## config.mk

```make
export PLATFORM = sky130hd
export DESIGN_NAME = second_stage_config_regs
export DESIGN_NICKNAME = d
export VERILOG_FILES = /design/src/stage2_cfg_pkg.sv /design/src/second_stage_config_regs.sv /design/src/stage2_derive.sv
export VERILOG_INCLUDE_DIRS = /design/src
export SDC_FILE = /design/constraint.sdc
export NUM_CORES = 1
export LEC_CHECK = 0
export ABC_AREA = 1
export BUFFER_PORTS_ARGS = -buffer_cell sky130_fd_sc_hd__buf_2
export CAP_MARGIN = 25
export CORE_MARGIN = 4
export CORE_UTILIZATION = 45
export CTS_BUF_LIST = sky130_fd_sc_hd__clkbuf_4 sky130_fd_sc_hd__clkbuf_8
export DETAILED_ROUTE_END_ITERATION = 8
export PLACE_DENSITY_LB_ADDON = 0.2
export SETUP_SLACK_MARGIN = 0.4
export SLEW_MARGIN = 5
export SYNTH_ARGS = -nofsm -noshare
export SYNTH_HDL_FRONTEND = slang
export SYNTH_SLANG_ARGS = --single-unit
```

## constraint.sdc

```tcl
create_clock -name mclk_i -period 13.7 [get_ports mclk_i]
set_input_delay 1.37 -clock mclk_i [delete_from_list [all_inputs] [get_ports mclk_i]]
set_output_delay 1.37 -clock mclk_i [all_outputs]
set_load 0.03 [all_outputs]
```

## src/stage2_cfg_defs.svh

```systemverilog
// offsets, field positions, reset values and timing counts of the second-stage configuration bank
// assumes inclusion by bare name from every file that decodes or scales these registers
`ifndef STAGE2_CFG_DEFS_SVH
`define STAGE2_CFG_DEFS_SVH

// ****************************************************************
// register indices (byte address is four times the index)
// ****************************************************************
`define IDX_CONFIG_THREE   8'h23
`define IDX_CONFIG_FOUR    8'h24
`define IDX_MIN_DIM        8'h25
`define IDX_PERIOD_LIMIT   8'h26

// ****************************************************************
// reset values and write masks
// ****************************************************************
`define RST_CONFIG_THREE   8'h00
`define RST_CONFIG_FOUR    8'h00
`define RST_MIN_DIM        8'h00
`define RST_PERIOD_LIMIT   8'h00
`define MASK_CONFIG_THREE  8'hFE

// ****************************************************************
// field positions
// ****************************************************************
`define PEAK_MSB           3
`define PEAK_LSB           1
`define GAIN_MSB           7
`define GAIN_LSB           2
`define SYNC_EN_BIT        1
`define ZCD_POL_BIT        0

// ****************************************************************
// scaling and timing
// ****************************************************************
`define GAIN_FRAC_BITS     4
`define DIM_STEP           16
`define DIM_OFFSET         15
`define DIM_FULL_SCALE     4095
`define PERIOD_STEP        128
`define PERIOD_OFFSET      127
`define PERIOD_UNIT_NS     50
`define CLK_PERIOD_NS      20

`endif

```

## src/stage2_cfg_pkg.sv

```systemverilog
// types shared by the second-stage configuration bank
// assumes nothing beyond a SystemVerilog compiler
package stage2_cfg_pkg;
  typedef logic [7:0] cfg_byte_t;
  typedef enum logic [0:0] {BUS_IDLE, BUS_ACK} bus_state_t;
endpackage

```

## src/second_stage_config_regs.sv

```systemverilog
// second-stage converter configuration bank behind an Avalon-MM slave
// assumes a single 50 MHz clock, synchronous active-high reset, and that only the
// zero-current comparator input arrives from outside the clock domain
//
// The implementer's own choice: the Avalon-MM interface to the registers.
`timescale 1ns/1ps
`default_nettype none
`include "stage2_cfg_defs.svh"

// Overview of operation
// - minimum peak code field is unsigned 0..7
// - peak code combined with clamp code
// - channel-1 gain field unsigned 0..63
// - compensated time subtracts scaled zcd rise time
// - sync bit enables sync pin drive
// - polarity bit selects zcd comparator sense
// - minimum dim floor from sixteen-step field
// - target period capped by 128-step limit
module second_stage_config_regs #(
  parameter int TIME_W = 16,
  parameter int DIM_W  = 12,
  parameter int PER_W  = 17
) (
  input  wire logic              mclk_i,
  input  wire logic              sys_rst_i,
  input  wire logic [7:0]        avs_address_i,
  input  wire logic              avs_read_i,
  input  wire logic              avs_write_i,
  input  wire logic [31:0]       avs_writedata_i,
  input  wire logic [3:0]        avs_byteenable_i,
  output logic      [31:0]       avs_readdata_o,
  output logic                   avs_waitrequest_o,
  input  wire logic [1:0]        clamp_code_i,
  input  wire logic              t2_comp_en_i,
  input  wire logic [TIME_W-1:0] secondary_time_i,
  input  wire logic [TIME_W-1:0] zcd_rise_time_i,
  input  wire logic              sync_channel_i,
  input  wire logic              zcd_raw_i,
  input  wire logic [DIM_W-1:0]  dim_level_i,
  input  wire logic [PER_W-1:0]  target_period_i,
  output logic      [4:0]        peak_floor_code_o,
  output logic      [TIME_W-1:0] t2_comp_o,
  output logic                   sync_o,
  output logic                   sync_oe_n_o,
  output logic                   zcd_event_o,
  output logic      [DIM_W-1:0]  dim_level_o,
  output logic      [DIM_W-1:0]  dim_floor_o,
  output logic      [PER_W-1:0]  period_limit_o,
  output logic      [PER_W-1:0]  target_period_o
);
  import stage2_cfg_pkg::*;

  // ****************************************************************
  // declarations
  // ****************************************************************
  bus_state_t        state_reg;
  logic              waitrequest_reg;
  logic [31:0]       readdata_reg;
  logic [31:0]       read_next;
  logic              wr_fire;
  cfg_byte_t         config_three_reg;
  cfg_byte_t         config_four_reg;
  cfg_byte_t         min_dim_reg;
  cfg_byte_t         period_max_reg;
  logic              zcd_meta_reg;
  logic              zcd_sync_reg;
  logic              zcd_event_reg;
  logic              sync_reg;
  logic              sync_oe_n_reg;
  logic [4:0]        peak_floor_reg;
  logic [TIME_W-1:0] t2_comp_reg;
  logic [TIME_W-1:0] t2_comp_next;
  logic [DIM_W-1:0]  dim_level_reg;
  logic [DIM_W-1:0]  dim_eff_next;
  logic [DIM_W-1:0]  dim_floor_reg;
  logic [DIM_W-1:0]  dim_floor_next;
  logic [PER_W-1:0]  period_limit_reg;
  logic [PER_W-1:0]  period_limit_next;
  logic [PER_W-1:0]  period_eff_reg;
  logic [PER_W-1:0]  period_eff_next;
  logic [1:0]        rst_age_reg;

  logic [2:0]        min_peak_code;
  logic [5:0]        ch1_secondary_time_gain;
  logic              sync_enable;
  logic              zero_current_polarity;

  assign min_peak_code           = config_three_reg[`PEAK_MSB:`PEAK_LSB];
  assign ch1_secondary_time_gain = config_four_reg[`GAIN_MSB:`GAIN_LSB];
  assign sync_enable             = config_four_reg[`SYNC_EN_BIT];
  assign zero_current_polarity   = config_four_reg[`ZCD_POL_BIT];

  function automatic logic [7:0] byte_addr(input cfg_byte_t idx);
    byte_addr = {idx[5:0], 2'b00};
  endfunction

  function automatic logic lane_hit(input logic [7:0] addr, input logic [3:0] be, input cfg_byte_t idx);
    lane_hit = (addr == byte_addr(idx)) && be[0];
  endfunction

  // ****************************************************************
  // avalon slave handshake
  // ****************************************************************
  // every access takes one wait cycle; the transfer completes in the ack cycle
  always_ff @(posedge mclk_i) begin
    if (sys_rst_i) begin
      state_reg <= BUS_IDLE;
    end else begin
      case (state_reg)
        BUS_IDLE: begin
          if (avs_read_i || avs_write_i) begin
            state_reg <= BUS_ACK;
          end
        end
        BUS_ACK: begin
          state_reg <= BUS_IDLE;
        end
        default: begin
          state_reg <= BUS_IDLE;
        end
      endcase
    end
  end

  always_ff @(posedge mclk_i) begin
    if (sys_rst_i) begin
      waitrequest_reg <= 1'b1;
    end else begin
      waitrequest_reg <= !((state_reg == BUS_IDLE) && (avs_read_i || avs_write_i));
    end
  end

  assign wr_fire = (state_reg == BUS_ACK) && avs_write_i;

  always_comb begin
    read_next = 32'h0000_0000;
    if (avs_address_i == byte_addr(`IDX_CONFIG_THREE)) begin
      read_next[7:0] = config_three_reg & `MASK_CONFIG_THREE;
    end else if (avs_address_i == byte_addr(`IDX_CONFIG_FOUR)) begin
      read_next[7:0] = config_four_reg;
    end else if (avs_address_i == byte_addr(`IDX_MIN_DIM)) begin
      read_next[7:0] = min_dim_reg;
    end else if (avs_address_i == byte_addr(`IDX_PERIOD_LIMIT)) begin
      read_next[7:0] = period_max_reg;
    end else begin
      read_next = 32'h0000_0000;
    end
  end

  always_ff @(posedge mclk_i) begin
    if (sys_rst_i) begin
      readdata_reg <= 32'h0000_0000;
    end else if ((state_reg == BUS_IDLE) && avs_read_i) begin
      readdata_reg <= read_next;
    end
  end

  // ****************************************************************
  // configuration registers
  // ****************************************************************
  always_ff @(posedge mclk_i) begin
    if (sys_rst_i) begin
      config_three_reg <= `RST_CONFIG_THREE;
    end else if (wr_fire && lane_hit(avs_address_i, avs_byteenable_i, `IDX_CONFIG_THREE)) begin
      config_three_reg <= avs_writedata_i[7:0] & `MASK_CONFIG_THREE;
    end
  end

  always_ff @(posedge mclk_i) begin
    if (sys_rst_i) begin
      config_four_reg <= `RST_CONFIG_FOUR;
    end else if (wr_fire && lane_hit(avs_address_i, avs_byteenable_i, `IDX_CONFIG_FOUR)) begin
      config_four_reg <= avs_writedata_i[7:0];
    end
  end

  always_ff @(posedge mclk_i) begin
    if (sys_rst_i) begin
      min_dim_reg <= `RST_MIN_DIM;
    end else if (wr_fire && lane_hit(avs_address_i, avs_byteenable_i, `IDX_MIN_DIM)) begin
      min_dim_reg <= avs_writedata_i[7:0];
    end
  end

  always_ff @(posedge mclk_i) begin
    if (sys_rst_i) begin
      period_max_reg <= `RST_PERIOD_LIMIT;
    end else if (wr_fire && lane_hit(avs_address_i, avs_byteenable_i, `IDX_PERIOD_LIMIT)) begin
      period_max_reg <= avs_writedata_i[7:0];
    end
  end

  // ****************************************************************
  // zero-current detect and sync pin
  // ****************************************************************
  always_ff @(posedge mclk_i) begin
    if (sys_rst_i) begin
      zcd_meta_reg  <= 1'b0;
      zcd_sync_reg  <= 1'b0;
      zcd_event_reg <= 1'b0;
    end else begin
      zcd_meta_reg  <= zcd_raw_i;
      zcd_sync_reg  <= zcd_meta_reg;
      // polarity bit clear inverts the active-low comparator output to an active-high event; set passes it through
      zcd_event_reg <= zero_current_polarity ? zcd_sync_reg : !zcd_sync_reg;
    end
  end

  always_ff @(posedge mclk_i) begin
    if (sys_rst_i) begin
      sync_reg      <= 1'b0;
      sync_oe_n_reg <= 1'b1;
    end else begin
      sync_reg      <= sync_enable && sync_channel_i;
      sync_oe_n_reg <= !sync_enable;
    end
  end

  // ****************************************************************
  // derived limits
  // ****************************************************************
  stage2_derive #(
    .TIME_W(TIME_W),
    .DIM_W (DIM_W),
    .PER_W (PER_W)
  ) u_derive (
    .comp_en_i      (t2_comp_en_i),
    .gain_i         (ch1_secondary_time_gain),
    .meas_time_i    (secondary_time_i),
    .zcd_rise_time_i(zcd_rise_time_i),
    .min_dim_i      (min_dim_reg),
    .period_max_i   (period_max_reg),
    .dim_req_i      (dim_level_i),
    .period_req_i   (target_period_i),
    .t2_comp_o      (t2_comp_next),
    .dim_floor_o    (dim_floor_next),
    .dim_eff_o      (dim_eff_next),
    .period_limit_o (period_limit_next),
    .period_eff_o   (period_eff_next)
  );

  always_ff @(posedge mclk_i) begin
    if (sys_rst_i) begin
      peak_floor_reg <= 5'h00;
    end else begin
      peak_floor_reg <= {clamp_code_i, min_peak_code};
    end
  end

  always_ff @(posedge mclk_i) begin
    if (sys_rst_i) begin
      t2_comp_reg      <= '0;
      dim_level_reg    <= '0;
      dim_floor_reg    <= '0;
      period_limit_reg <= '0;
      period_eff_reg   <= '0;
    end else begin
      t2_comp_reg      <= t2_comp_next;
      dim_level_reg    <= dim_eff_next;
      dim_floor_reg    <= dim_floor_next;
      period_limit_reg <= period_limit_next;
      period_eff_reg   <= period_eff_next;
    end
  end

  assign avs_readdata_o    = readdata_reg;
  assign avs_waitrequest_o = waitrequest_reg;
  assign peak_floor_code_o = peak_floor_reg;
  assign t2_comp_o         = t2_comp_reg;
  assign sync_o            = sync_reg;
  assign sync_oe_n_o       = sync_oe_n_reg;
  assign zcd_event_o       = zcd_event_reg;
  assign dim_level_o       = dim_level_reg;
  assign dim_floor_o       = dim_floor_reg;
  assign period_limit_o    = period_limit_reg;
  assign target_period_o   = period_eff_reg;

  // ****************************************************************
  // checks
  // ****************************************************************
  always_ff @(posedge mclk_i) begin
    if (sys_rst_i) begin
      rst_age_reg <= 2'h0;
    end else if (rst_age_reg != 2'h3) begin
      rst_age_reg <= rst_age_reg + 2'h1;
    end
  end
endmodule // second_stage_config_regs
`default_nettype wire

```

## src/stage2_derive.sv

```systemverilog
// combinational scaling of configuration fields into second-stage limits
// assumes all inputs come from flops on the same clock; the caller registers the outputs
`timescale 1ns/1ps
`default_nettype none
`include "stage2_cfg_defs.svh"
module stage2_derive #(
  parameter int TIME_W = 16,
  parameter int DIM_W  = 12,
  parameter int PER_W  = 17
) (
  input  wire logic                      comp_en_i,
  input  wire logic [5:0]                gain_i,
  input  wire logic [TIME_W-1:0]         meas_time_i,
  input  wire logic [TIME_W-1:0]         zcd_rise_time_i,
  input  wire stage2_cfg_pkg::cfg_byte_t min_dim_i,
  input  wire stage2_cfg_pkg::cfg_byte_t period_max_i,
  input  wire logic [DIM_W-1:0]          dim_req_i,
  input  wire logic [PER_W-1:0]          period_req_i,
  output logic      [TIME_W-1:0]         t2_comp_o,
  output logic      [DIM_W-1:0]          dim_floor_o,
  output logic      [DIM_W-1:0]          dim_eff_o,
  output logic      [PER_W-1:0]          period_limit_o,
  output logic      [PER_W-1:0]          period_eff_o
);
  import stage2_cfg_pkg::*;

  localparam int PROD_W = TIME_W + 6;

  logic [PROD_W-1:0] zcd_scaled;
  logic [14:0]       period_ticks;
  logic [21:0]       period_ns;

  function automatic logic [DIM_W-1:0] raise_to(input logic [DIM_W-1:0] v, input logic [DIM_W-1:0] lo);
    raise_to = (v < lo) ? lo : v;
  endfunction

  function automatic logic [PER_W-1:0] cap_at(input logic [PER_W-1:0] v, input logic [PER_W-1:0] hi);
    cap_at = (v > hi) ? hi : v;
  endfunction

  // gain is a 1/16 fixed-point factor
  assign zcd_scaled = (PROD_W'(zcd_rise_time_i) * PROD_W'(gain_i)) >> `GAIN_FRAC_BITS;

  always_comb begin
    if (!comp_en_i) begin
      t2_comp_o = meas_time_i;
    end else if (zcd_scaled >= PROD_W'(meas_time_i)) begin
      t2_comp_o = '0;
    end else begin
      t2_comp_o = meas_time_i - zcd_scaled[TIME_W-1:0];
    end
  end

  assign dim_floor_o  = DIM_W'(12'(min_dim_i) * 12'(`DIM_STEP) + 12'(`DIM_OFFSET));
  assign dim_eff_o    = raise_to(dim_req_i, dim_floor_o);

  // limit in 50 ns ticks, then converted to clock cycles rounding down
  assign period_ticks   = 15'(period_max_i) * 15'(`PERIOD_STEP) + 15'(`PERIOD_OFFSET);
  assign period_ns      = 22'(period_ticks) * 22'(`PERIOD_UNIT_NS);
  assign period_limit_o = PER_W'(period_ns / 22'(`CLK_PERIOD_NS));
  assign period_eff_o   = cap_at(period_req_i, period_limit_o);
endmodule // stage2_derive
`default_nettype wire

```

==> results.md, run 1 <==
- Final WS setup: 1570 ps
- Num Clock Sinks: about 120
- WHS Path Cells: 2
- Top cell type by total area after synthesis: dfxtp_1
- Critical path class: flop to flop
- Reg2Reg Depth: 97
- Gr usage total: 0.198
- Period utilisation layout: 0.885
- Kind of start point of the critical path: flop
- Fmax: a little over 80 MHz
- Clock Latency Late Sink: around 470 ps
- Setup TNS: 0 ps
- Root Buffer: clkbuf_8
- Non-Filler Instances: approximately 2200
- Synth top cells by count: 359 x nand2_1, 293 x inv_1, 124 x ha_1
- Clock Skew: between 15 and 20 ps
- Crit-path most repeated cell: nand2_1
- IO Pins: between 200 and 250
- Final Net Count: roughly 2200
- IR drop worst, VDD: 0.0652 mV
- H-tree levels: 4
- Dpl hpwl: around 24000 µm
- Crit-path slowest cell: fa_1
- Final GP Congestion: roughly 0.85
- Post-synth top flop: dfxtp_1
- Num CTS Buffers: 17
- Worst-margin pin slew: around 770 ps
- Asr flop ratio synth: 0
- Max_slew headroom: 0.488
- Placed cells: 2189
- Yosys warnings: 0
- Final Hold Fails: 0
- Lkg Pwr: just under 0.008 µW
- EDFF count, synth: 0
- Global-route wire length before repair: roughly 50000 µm
- Die height: roughly 170 µm
- Max clock buf depth: 2
- P&R area growth vs syn: 13.8%
- Starting density of the core: 0.456
- Cts hold-fix bufs: 0
- Routed vias/inst: between 4 and 5
- Max-Cap Viols: 0
- Count leader, synth: nand2_1
- Layout cell share with drive strength beyond 1: 0.210
- RSZ-0062 raised after global routing: no
- Post-Synthesis Cells: ~1700
- Final antenna-violating net count: 0
- Die Wd: 173 µm
- CTS tree: built
- Ranking of synthesized cells by area: dfxtp_1 20%, ha_1 13%, nand2_1 11%, fa_1 10%, inv_1 9.0%
- CP arrival: roughly 12000 ps
- Flops & latches, synth: 122
- Number of remaining DRC errors: 0
- Mapped Area: about 0.012 mm²
- Largest net degree at the start of global routing: 59
- Seq/Total Area, Yosys: 0.199
- Port buffer count: around 180
- Vias in the first global route: ~11000
- Max-slew violation count: 0
- Yosys top cell area share: 0.199
- Setup violations, final: 0
- Pwr Density: between 90 and 100 mW/mm²
- Initial DRC count: about 550
- Fillers: 2690
- Total wire length: 30300 µm
- Router iterations before antenna repair: 5
- Hold Crit Class: flop to flop
- Netlist cell types: 57
- Status: completed
- Dpl ws: about 520 ps
- CP required: around 14000 ps
- Minimum clock period: around 12000 ps
- Crit-path max cell delay: roughly 500 ps
- Critical path endpoint category: flop
- Worst Path Max Fanout: 16
- Via count: ~11000
- Die ar.: around 0.03 mm²
- WL per Instance: between 10 and 15 µm
- Row count: 60
- Total grt overflow: 0
- Clk slew on worst S/H paths: 90 ps
- Core Region: around 0.027 mm²
- Syn Area/Cell: just over 7 µm²
- Initial antenna violation count: 2
==> routing by layer <==
| metal | up-vias | global-route usage | wire (µm) |
|---|---|---|---|
| met5 | - | 0 | 8 |
| met3 | 41 | 0.0337 | 1330 |
| met4 | 2 | 0.0575 | 671 |
| met1 | 5148 | 0.251 | 13800 |
| met2 | 229 | 0.349 | 14600 |
| li1 | 5744 | - | - |
==> report_power, final <==
group / leakage [µW] / total [µW] / internal, µW / switching [µW]
logic: 0.00656 / 644 / 219 / 425
clock network: 0.000200 / 342 / 154 / 188
registers: 0.00100 / 377 / 372 / 4.56
total: 0.00776 / 1360 / 745 / 618
==> through the flow <==
| step | instance area [µm²] | hold WS (ps) | utilization | total power, µW |
|---|---|---|---|---|
| 2_1_floorplan | 12300 | 378 | - | 891 |
| 6_report | 13900 | 411 | 0.519 | 1360 |
| 3_5_place_dp | 13300 | 399 | 0.495 | 1000 |
| 5_1_grt | 13900 | 445 | 0.519 | 1470 |
| 4_1_cts | 13700 | 414 | 0.509 | 1350 |
| 3_3_place_gp | 13300 | 395 | 0.494 | 997 |
==> cells in the final DEF, fill, tap and decap left out, types with 26 or more instances in the layout <==
cell       n
buf_2    177
nand2_2   49
ha_1     121
nand2_1  357
fa_1      61
dfxtp_1  121
xor2_1    34
nor2_1    94
o21ai_0   62
inv_1    290
nand3_1  106
a21oi_1  111
nand4_1   26
==> kinds of logic after synthesis <==
family | count (synthesis) | share of synthesized area
flops | 122 | 0.199
xor+xnor | 43 | 0.0329
compound gates | 253 | 0.121
other cells | 1 | 0.000306
buf+inv | 390 | 0.132
simple gates | 719 | 0.288
fa+ha+maj | 185 | 0.226
==> critical path, delay by kind of cell (launching register included) <==
kind,cells,cell delay [ps]
buffers and inverters,16,1440
adders and majority gates,9,2700
and+or+nand+nor,63,5710
AOI/OAI and AO/OA,9,1740
DFF,1,380
==> area by class of cell <==
class	count	area [µm²]	share of cell area
Clock buffer	17	234	0.0168
Tap cell	341	427	0.0306
Multi-Input combinational cell	1224	8330	0.598
Timing Repair Buffer	201	1090	0.0783
Inverter	321	1230	0.0884
Sequential cell	122	2440	0.175
Clock inverter	15	165	0.0119
Timing Repair inverter	1	7.51	0.000539
Antenna cell	1	2.50	0.000180
==> path summary, 6_finish.rpt <==
path	startpoint	to	slack, ps
hold reg to reg	zcd_meta_reg$_SDFF_PP0_	zcd_sync_reg$_SDFF_PP0_	410
setup / recovery	period_max_reg[2]$_SDFFE_PP0P_	target_period_o[6]$_SDFF_PP0_	1570
setup reg to reg	period_max_reg[2]$_SDFFE_PP0P_	target_period_o[6]$_SDFF_PP0_	1570
hold / removal	zcd_meta_reg$_SDFF_PP0_	zcd_sync_reg$_SDFF_PP0_	410
==> timing repair <==
action	CTS	global route
endpoints found under the setup margin	0	17
setup buffers	0	19
resized for setup	0	18
Power figures use the tool's default switching activity.
==> inputs of run 2 (changes only) <==
--- a/config.mk
+++ b/config.mk
@@ -10,8 +10,8 @@
 export BUFFER_PORTS_ARGS = -buffer_cell sky130_fd_sc_hd__buf_2
 export CAP_MARGIN = 25
 export CORE_MARGIN = 4
-export CORE_UTILIZATION = 45
-export CTS_BUF_LIST = sky130_fd_sc_hd__clkbuf_4 sky130_fd_sc_hd__clkbuf_8
+export CORE_UTILIZATION = 55
+export CTS_BUF_LIST = sky130_fd_sc_hd__clkbuf_8
 export DETAILED_ROUTE_END_ITERATION = 8
 export PLACE_DENSITY_LB_ADDON = 0.2
 export SETUP_SLACK_MARGIN = 0.4
==> run 2 against run 1 <==
Against the previous run:
- non-clock buffer count stayed put
- maximum frequency decreased by 0.79%
- sequential power barely moved
- cell area fell by 0.80%
- global-route usage rose by 3.9 points
- via count increased by 2.6%
- setup slack got worse by 96 ps
- routed wire length decreased by 0.75%
==> results.md, run 2 (synthesis gave the netlist of run 1 again) <==
- Minimum clock period: 12220 ps
- Status: completed
- Root Buffer: clkbuf_8
- Final Net Count: 2187
- Fmax: 81.8 MHz
- Gr usage total: 0.237
- Top delay family on crit path: simple AND/OR/NAND/NOR gates
- Critical path endpoint category: flop
- Layout cell share with drive strength beyond 1: 0.208
- Total grt overflow: 0
- Top layer in use: met4
- Final WS setup: about 1500 ps
- Largest net degree at the start of global routing: 59
- Reg2Reg Depth: 99
- Fillers: approximately 2100
- Vias in the first global route: approximately 11000
- Row count: 54
- WP buf/inv: 17
- Final GP Congestion: 0.868
- Global-route wire length before repair: between 40000 and 50000 µm
- Num Clock Sinks: 122
- Worst Path Max Fanout: 17
- Die ar.: around 0.025 mm²
- P&R area growth vs syn: 12.9%
- Max_slew headroom: 0.317
- Number of remaining DRC errors: 0
- Crit-path most repeated cell: nand2_1
- RSZ-0062 raised after global routing: no
- Worst setup path start: period_max_reg[2]$_SDFFE_PP0P_
- Kind of start point of the critical path: flop
- IO Pins: 229
- Max clock buf depth: 2
- Crit-path max cell delay: 500 ps
- Lkg Pwr: just under 0.008 µW
- WL per Instance: between 10 and 15 µm
- Hold Crit Class: flop to flop
- Setup violations, final: 0
- H-tree levels: 4
- Cell count along the critical path: 99
- Crit-path slowest cell: fa_1
- Met3 WL: between 1500 and 2000 µm
- R2R setup slack: ~1500 ps
- Die Wd: ~160 µm
- CP arrival: ~13000 ps
- Num CTS Buffers: 17
- Cts hold-fix bufs: 0
- Pwr Density: 98.6 mW/mm²
- Final antenna-violating net count: 0
- Routed vias/inst: about 5.2
- CTS tree: built
- Worst-margin pin slew: slightly above 1000 ps
- Max-slew violation count: 0
- Met1 WL: 12700 µm
- Setup TNS: 0 ps
- Critical path class: flop to flop
- Dpl ws: between 500 and 600 ps
- Port buffer count: 177
- WL met2: approximately 15000 µm
- Max-Cap Viols: 0
- Starting density of the core: 0.560
- Dpl hpwl: ~24000 µm
- CP endpoint: target_period_o[7]$_SDFF_PP0_
- Post-Route Utilization: 0.632
- Clk slew on worst S/H paths: 90 ps
- IR drop worst, VDD: around 0.076 mV
- Area of the multi-input gates: between 0.008 and 0.009 mm²
- Period utilisation layout: 0.892
- Die height: 157 µm
- Router iterations before antenna repair: 5
- Commonest cells after routing, fill and taps aside: 358 x nand2_1, 290 x inv_1, 177 x buf_2, 122 x ha_1, 121 x dfxtp_1
- Initial antenna violation count: 1
- Clock Skew: roughly 12 ps
- Core Region: about 0.022 mm²
- Commonest non-fill, non-tap cell in the layout: nand2_1
- Reg2reg end: target_period_o[7]$_SDFF_PP0_
- CP required: around 14000 ps
- Power, Total: around 1400 µW
- Clock Latency Late Sink: 460 ps
- Via count: between 10000 and 15000
- Total wire length: about 30000 µm
- Final Hold Fails: 0
- Register area: 0.00244 mm²
- RR Startpoint: period_max_reg[2]$_SDFFE_PP0P_
- Initial DRC count: ~620
[run 2: stage by stage]
step	hold WS (ps)	std cells	instance area (µm²)
6_report	411	2183	13800
5_1_grt	439	2182	13800
4_1_cts	417	2160	13600
3_5_place_dp	403	2128	13200
3_3_place_gp	397	2128	13200
2_1_floorplan	378	1736	12300
[run 2: cell type report]
type / instances / share of cell area
diodes: 2 / 0.000362
clock buffers: 17 / 0.0169
clock inverters: 15 / 0.0122
inverters: 321 / 0.0890
multi-input cells: 1224 / 0.601
flip-flops and latches: 122 / 0.177
well taps: 280 / 0.0253
repair buffers: 201 / 0.0780
repair inverters: 1 / 0.000543
[run 2: worst min path at each step]
stage                                                from                 endpoint  slack, ps  cells past startpoint
final                             zcd_meta_reg$_SDFF_PP0_  zcd_sync_reg$_SDFF_PP0_        410                      2
after CTS                         zcd_meta_reg$_SDFF_PP0_  zcd_sync_reg$_SDFF_PP0_        420                      2
after detailed placement          zcd_meta_reg$_SDFF_PP0_  zcd_sync_reg$_SDFF_PP0_        400                      2
after global routing              zcd_meta_reg$_SDFF_PP0_  zcd_sync_reg$_SDFF_PP0_        440                      2
after floorplan           config_four_reg[1]$_SDFFE_PP0P_   sync_oe_n_o$_SDFF_PP1_        380                      1
after global placement            zcd_meta_reg$_SDFF_PP0_  zcd_sync_reg$_SDFF_PP0_        400                      2
[run 2: timing repair]
action,4_1_cts,5_1_grt
gates resized for setup,0,14
setup endpoints to repair,0,17
setup buffers,0,20
[run 2: routing by layer]
layer / global-route usage / vias up
met2: 0.423 / 328
met3: 0.0346 / 45
met4: 0.0733 / 0
li1: - / 5754
met1: 0.297 / 5322
met5: 0 / -
[run 2: report_power, final]
part	leakage [µW]	internal, µW	switching (µW)
sequential	0.00100	372	4.42
combinational	0.00656	223	429
clock	0.000208	140	194
total	0.00776	735	628
[run 2: worst register-to-register path: cells and delay by family (launching register included)]
family	cells	cell delay [ps]
adders and majority gates	9	2580
buffers and inverters	17	1520
DFF	1	370
AOI/OAI and AO/OA	7	1360
and+or+nand+nor	66	6310
==> inputs of run 3 (changes only) <==
--- a/config.mk
+++ b/config.mk
@@ -14,6 +14,7 @@
 export CTS_BUF_LIST = sky130_fd_sc_hd__clkbuf_8
 export DETAILED_ROUTE_END_ITERATION = 8
 export PLACE_DENSITY_LB_ADDON = 0.2
+export REMOVE_ABC_BUFFERS = 1
 export SETUP_SLACK_MARGIN = 0.4
 export SLEW_MARGIN = 5
 export SYNTH_ARGS = -nofsm -noshare
==> run 3 against run 2 <==
Against the previous run:
- cell area about the same
- sequential cell count unchanged
- die area unchanged
- global-route usage down 1.7 points
- clock skew up 7.9 ps
- register-to-register slack better by 20 ps
- cell count about the same
- total power down 0.32%
- critical path type unchanged
- highest routed layer unchanged
==> results.md, run 3 (synthesis gave the netlist of run 1 again) <==
- Register share of total power: 0.277
- CTS tree: built
- Minimum clock period: around 12000 ps
- Pwr Density: between 90 and 100 mW/mm²
- Largest net degree at the start of global routing: 52
- Setup violations, final: 0
- Worst-margin pin slew: 792 ps
- Critical path endpoint category: flop
- RR Startpoint: period_max_reg[2]$_SDFFE_PP0P_
- Max-Cap Viols: 0
- Status: completed
- Die ar.: around 0.025 mm²
- Initial DRC count: 620
- IR drop worst, VDD: slightly above 0.08 mV
- Routed vias/inst: 5.07
- Max-slew violation count: 0
- Period utilisation layout: 0.891
- Clk slew on worst S/H paths: 90 ps
- Vias in the first global route: 10100
- Clock Latency Late Sink: around 460 ps
- Die height: 157 µm
- Met1 WL: 13100 µm
- Psw: about 620 µW
- Internal power: 736 µW
- Setup TNS: 0 ps
- Fmax: 81.9 MHz
- Worst Path Max Fanout: 13
- Worst hold margin: between 400 and 500 ps
- IO Pins: 229
- Gr usage total: 0.221
- Clk pwr share: 0.242
- Met3 WL: 1710 µm
- Max clock buf depth: 2
- Final Net Count: 2190
- CP arrival: approximately 13000 ps
- P&R area growth vs syn: 13.0%
- Num CTS Buffers: 17
- WL met2: 12400 µm
- Hold Crit Class: flop to flop
- Die Wd: about 160 µm
- Worst setup path start: period_max_reg[2]$_SDFFE_PP0P_
- CP endpoint: target_period_o[6]$_SDFF_PP0_
- Dpl hpwl: 21700 µm
- Switching share of power: 0.458
- Final Hold Fails: 0
- Max_slew headroom: 0.470
- Via count: 11100
- Kind of start point of the critical path: flop
- Num Clock Sinks: roughly 120
- Total grt overflow: 0
- Comb pwr share: 0.481
- Reg2Reg Depth: 95
- Row count: 54
- Global-route wire length before repair: between 40000 and 50000 µm
- Crit-path slowest cell: fa_1
- Total wire length: 27700 µm
- Top layer in use: met4
- Cell count along the critical path: 95
- Lkg Pwr: a little under 0.008 µW
- Number of remaining DRC errors: 0
- CP required: between 10000 and 15000 ps
- Critical path class: flop to flop
- Clock Skew: a little over 20 ps
- Root Buffer: clkbuf_8
- Final antenna-violating net count: 0
- H-tree levels: 4
- Initial antenna violation count: 1
- WP buf/inv: 13
- WL per Instance: 12.7 µm
- Crit-path max cell delay: between 400 and 500 ps
- Port buffer count: around 180
- Router iterations before antenna repair: 5
- Commonest non-fill, non-tap cell in the layout: nand2_1
- Core Region: between 0.02 and 0.025 mm²
- Starting density of the core: 0.560
- Layout cell share with drive strength beyond 1: 0.210
- Final GP Congestion: ~0.89
- Commonest cells after routing, fill and taps aside: 358 x nand2_1, 290 x inv_1, 177 x buf_2, 122 x ha_1, 122 x dfxtp_1
- Top delay family on crit path: simple AND/OR/NAND/NOR gates
- Crit-path most repeated cell: nand2_2
- R2R setup slack: between 1000 and 1500 ps
- Reg2reg end: target_period_o[6]$_SDFF_PP0_
- RSZ-0062 raised after global routing: no
-- run 3: repair_timing --
action / CTS / global route
endpoints found under the setup margin: 0 / 17
buffers inserted: 0 / 23
resized for setup: 0 / 13
hold buffers: 0 / 0
-- run 3: layer usage --
metal | global-route usage | up-vias
li1 | - | 5742
met1 | 0.313 | 4979
met2 | 0.348 | 316
met3 | 0.0368 | 41
met4 | 0.0655 | 0
met5 | 0 | -
-- run 3: worst reg2reg max path: cells and delay by family, from the launching register on --
family / cells / cell delay [ps]
DFF: 1 / 410
buffers and inverters: 13 / 1210
AOI/OAI and AO/OA: 8 / 1420
adders and majority gates: 9 / 2770
and+or+nand+nor: 65 / 6290
-- run 3: worst min-delay path by stage --
| stage | from | endpoint | slack (ps) | cells after the start |
|---|---|---|---|---|
| after CTS | zcd_meta_reg$_SDFF_PP0_ | zcd_sync_reg$_SDFF_PP0_ | 420 | 2 |
| after global routing | zcd_meta_reg$_SDFF_PP0_ | zcd_sync_reg$_SDFF_PP0_ | 440 | 2 |
| final | zcd_meta_reg$_SDFF_PP0_ | zcd_sync_reg$_SDFF_PP0_ | 410 | 2 |
| after detailed placement | zcd_meta_reg$_SDFF_PP0_ | zcd_sync_reg$_SDFF_PP0_ | 400 | 2 |
| after floorplan | config_four_reg[1]$_SDFFE_PP0P_ | sync_oe_n_o$_SDFF_PP1_ | 380 | 1 |
| after global placement | zcd_meta_reg$_SDFF_PP0_ | zcd_sync_reg$_SDFF_PP0_ | 390 | 2 |
-- run 3: final cells by class --
class	instances	area, µm²
clock buffer	17	234
sequential	122	2440
clock inverter	15	153
timing repair buffer	204	1100
tap	280	350
timing repair inverter	1	7.51
fill	2068	8050
inverter	321	1230
antenna	1	2.50
multi-input combinational	1224	8310
-- run 3: power by group through the flow --
stage / Sequential [µW] / Clock [µW] / Combinational [µW]
floorplan: 422 / 0 / 453
global placement: 384 / 0 / 601
detailed placement: 385 / 0 / 610
CTS: 377 / 336 / 614
global route: 378 / 352 / 736
finish: 376 / 328 / 654
-- run 3: stage by stage --
step,cell area (µm²),util,total power (µW),cells,worst slack [ps]
2_1_floorplan,11900,-,875,1667,2590
3_3_place_gp,13200,0.603,985,2127,954
3_5_place_dp,13200,0.604,995,2128,674
4_1_cts,13600,0.621,1330,2160,617
5_1_grt,13800,0.632,1470,2185,291
6_report,13800,0.632,1360,2185,1500
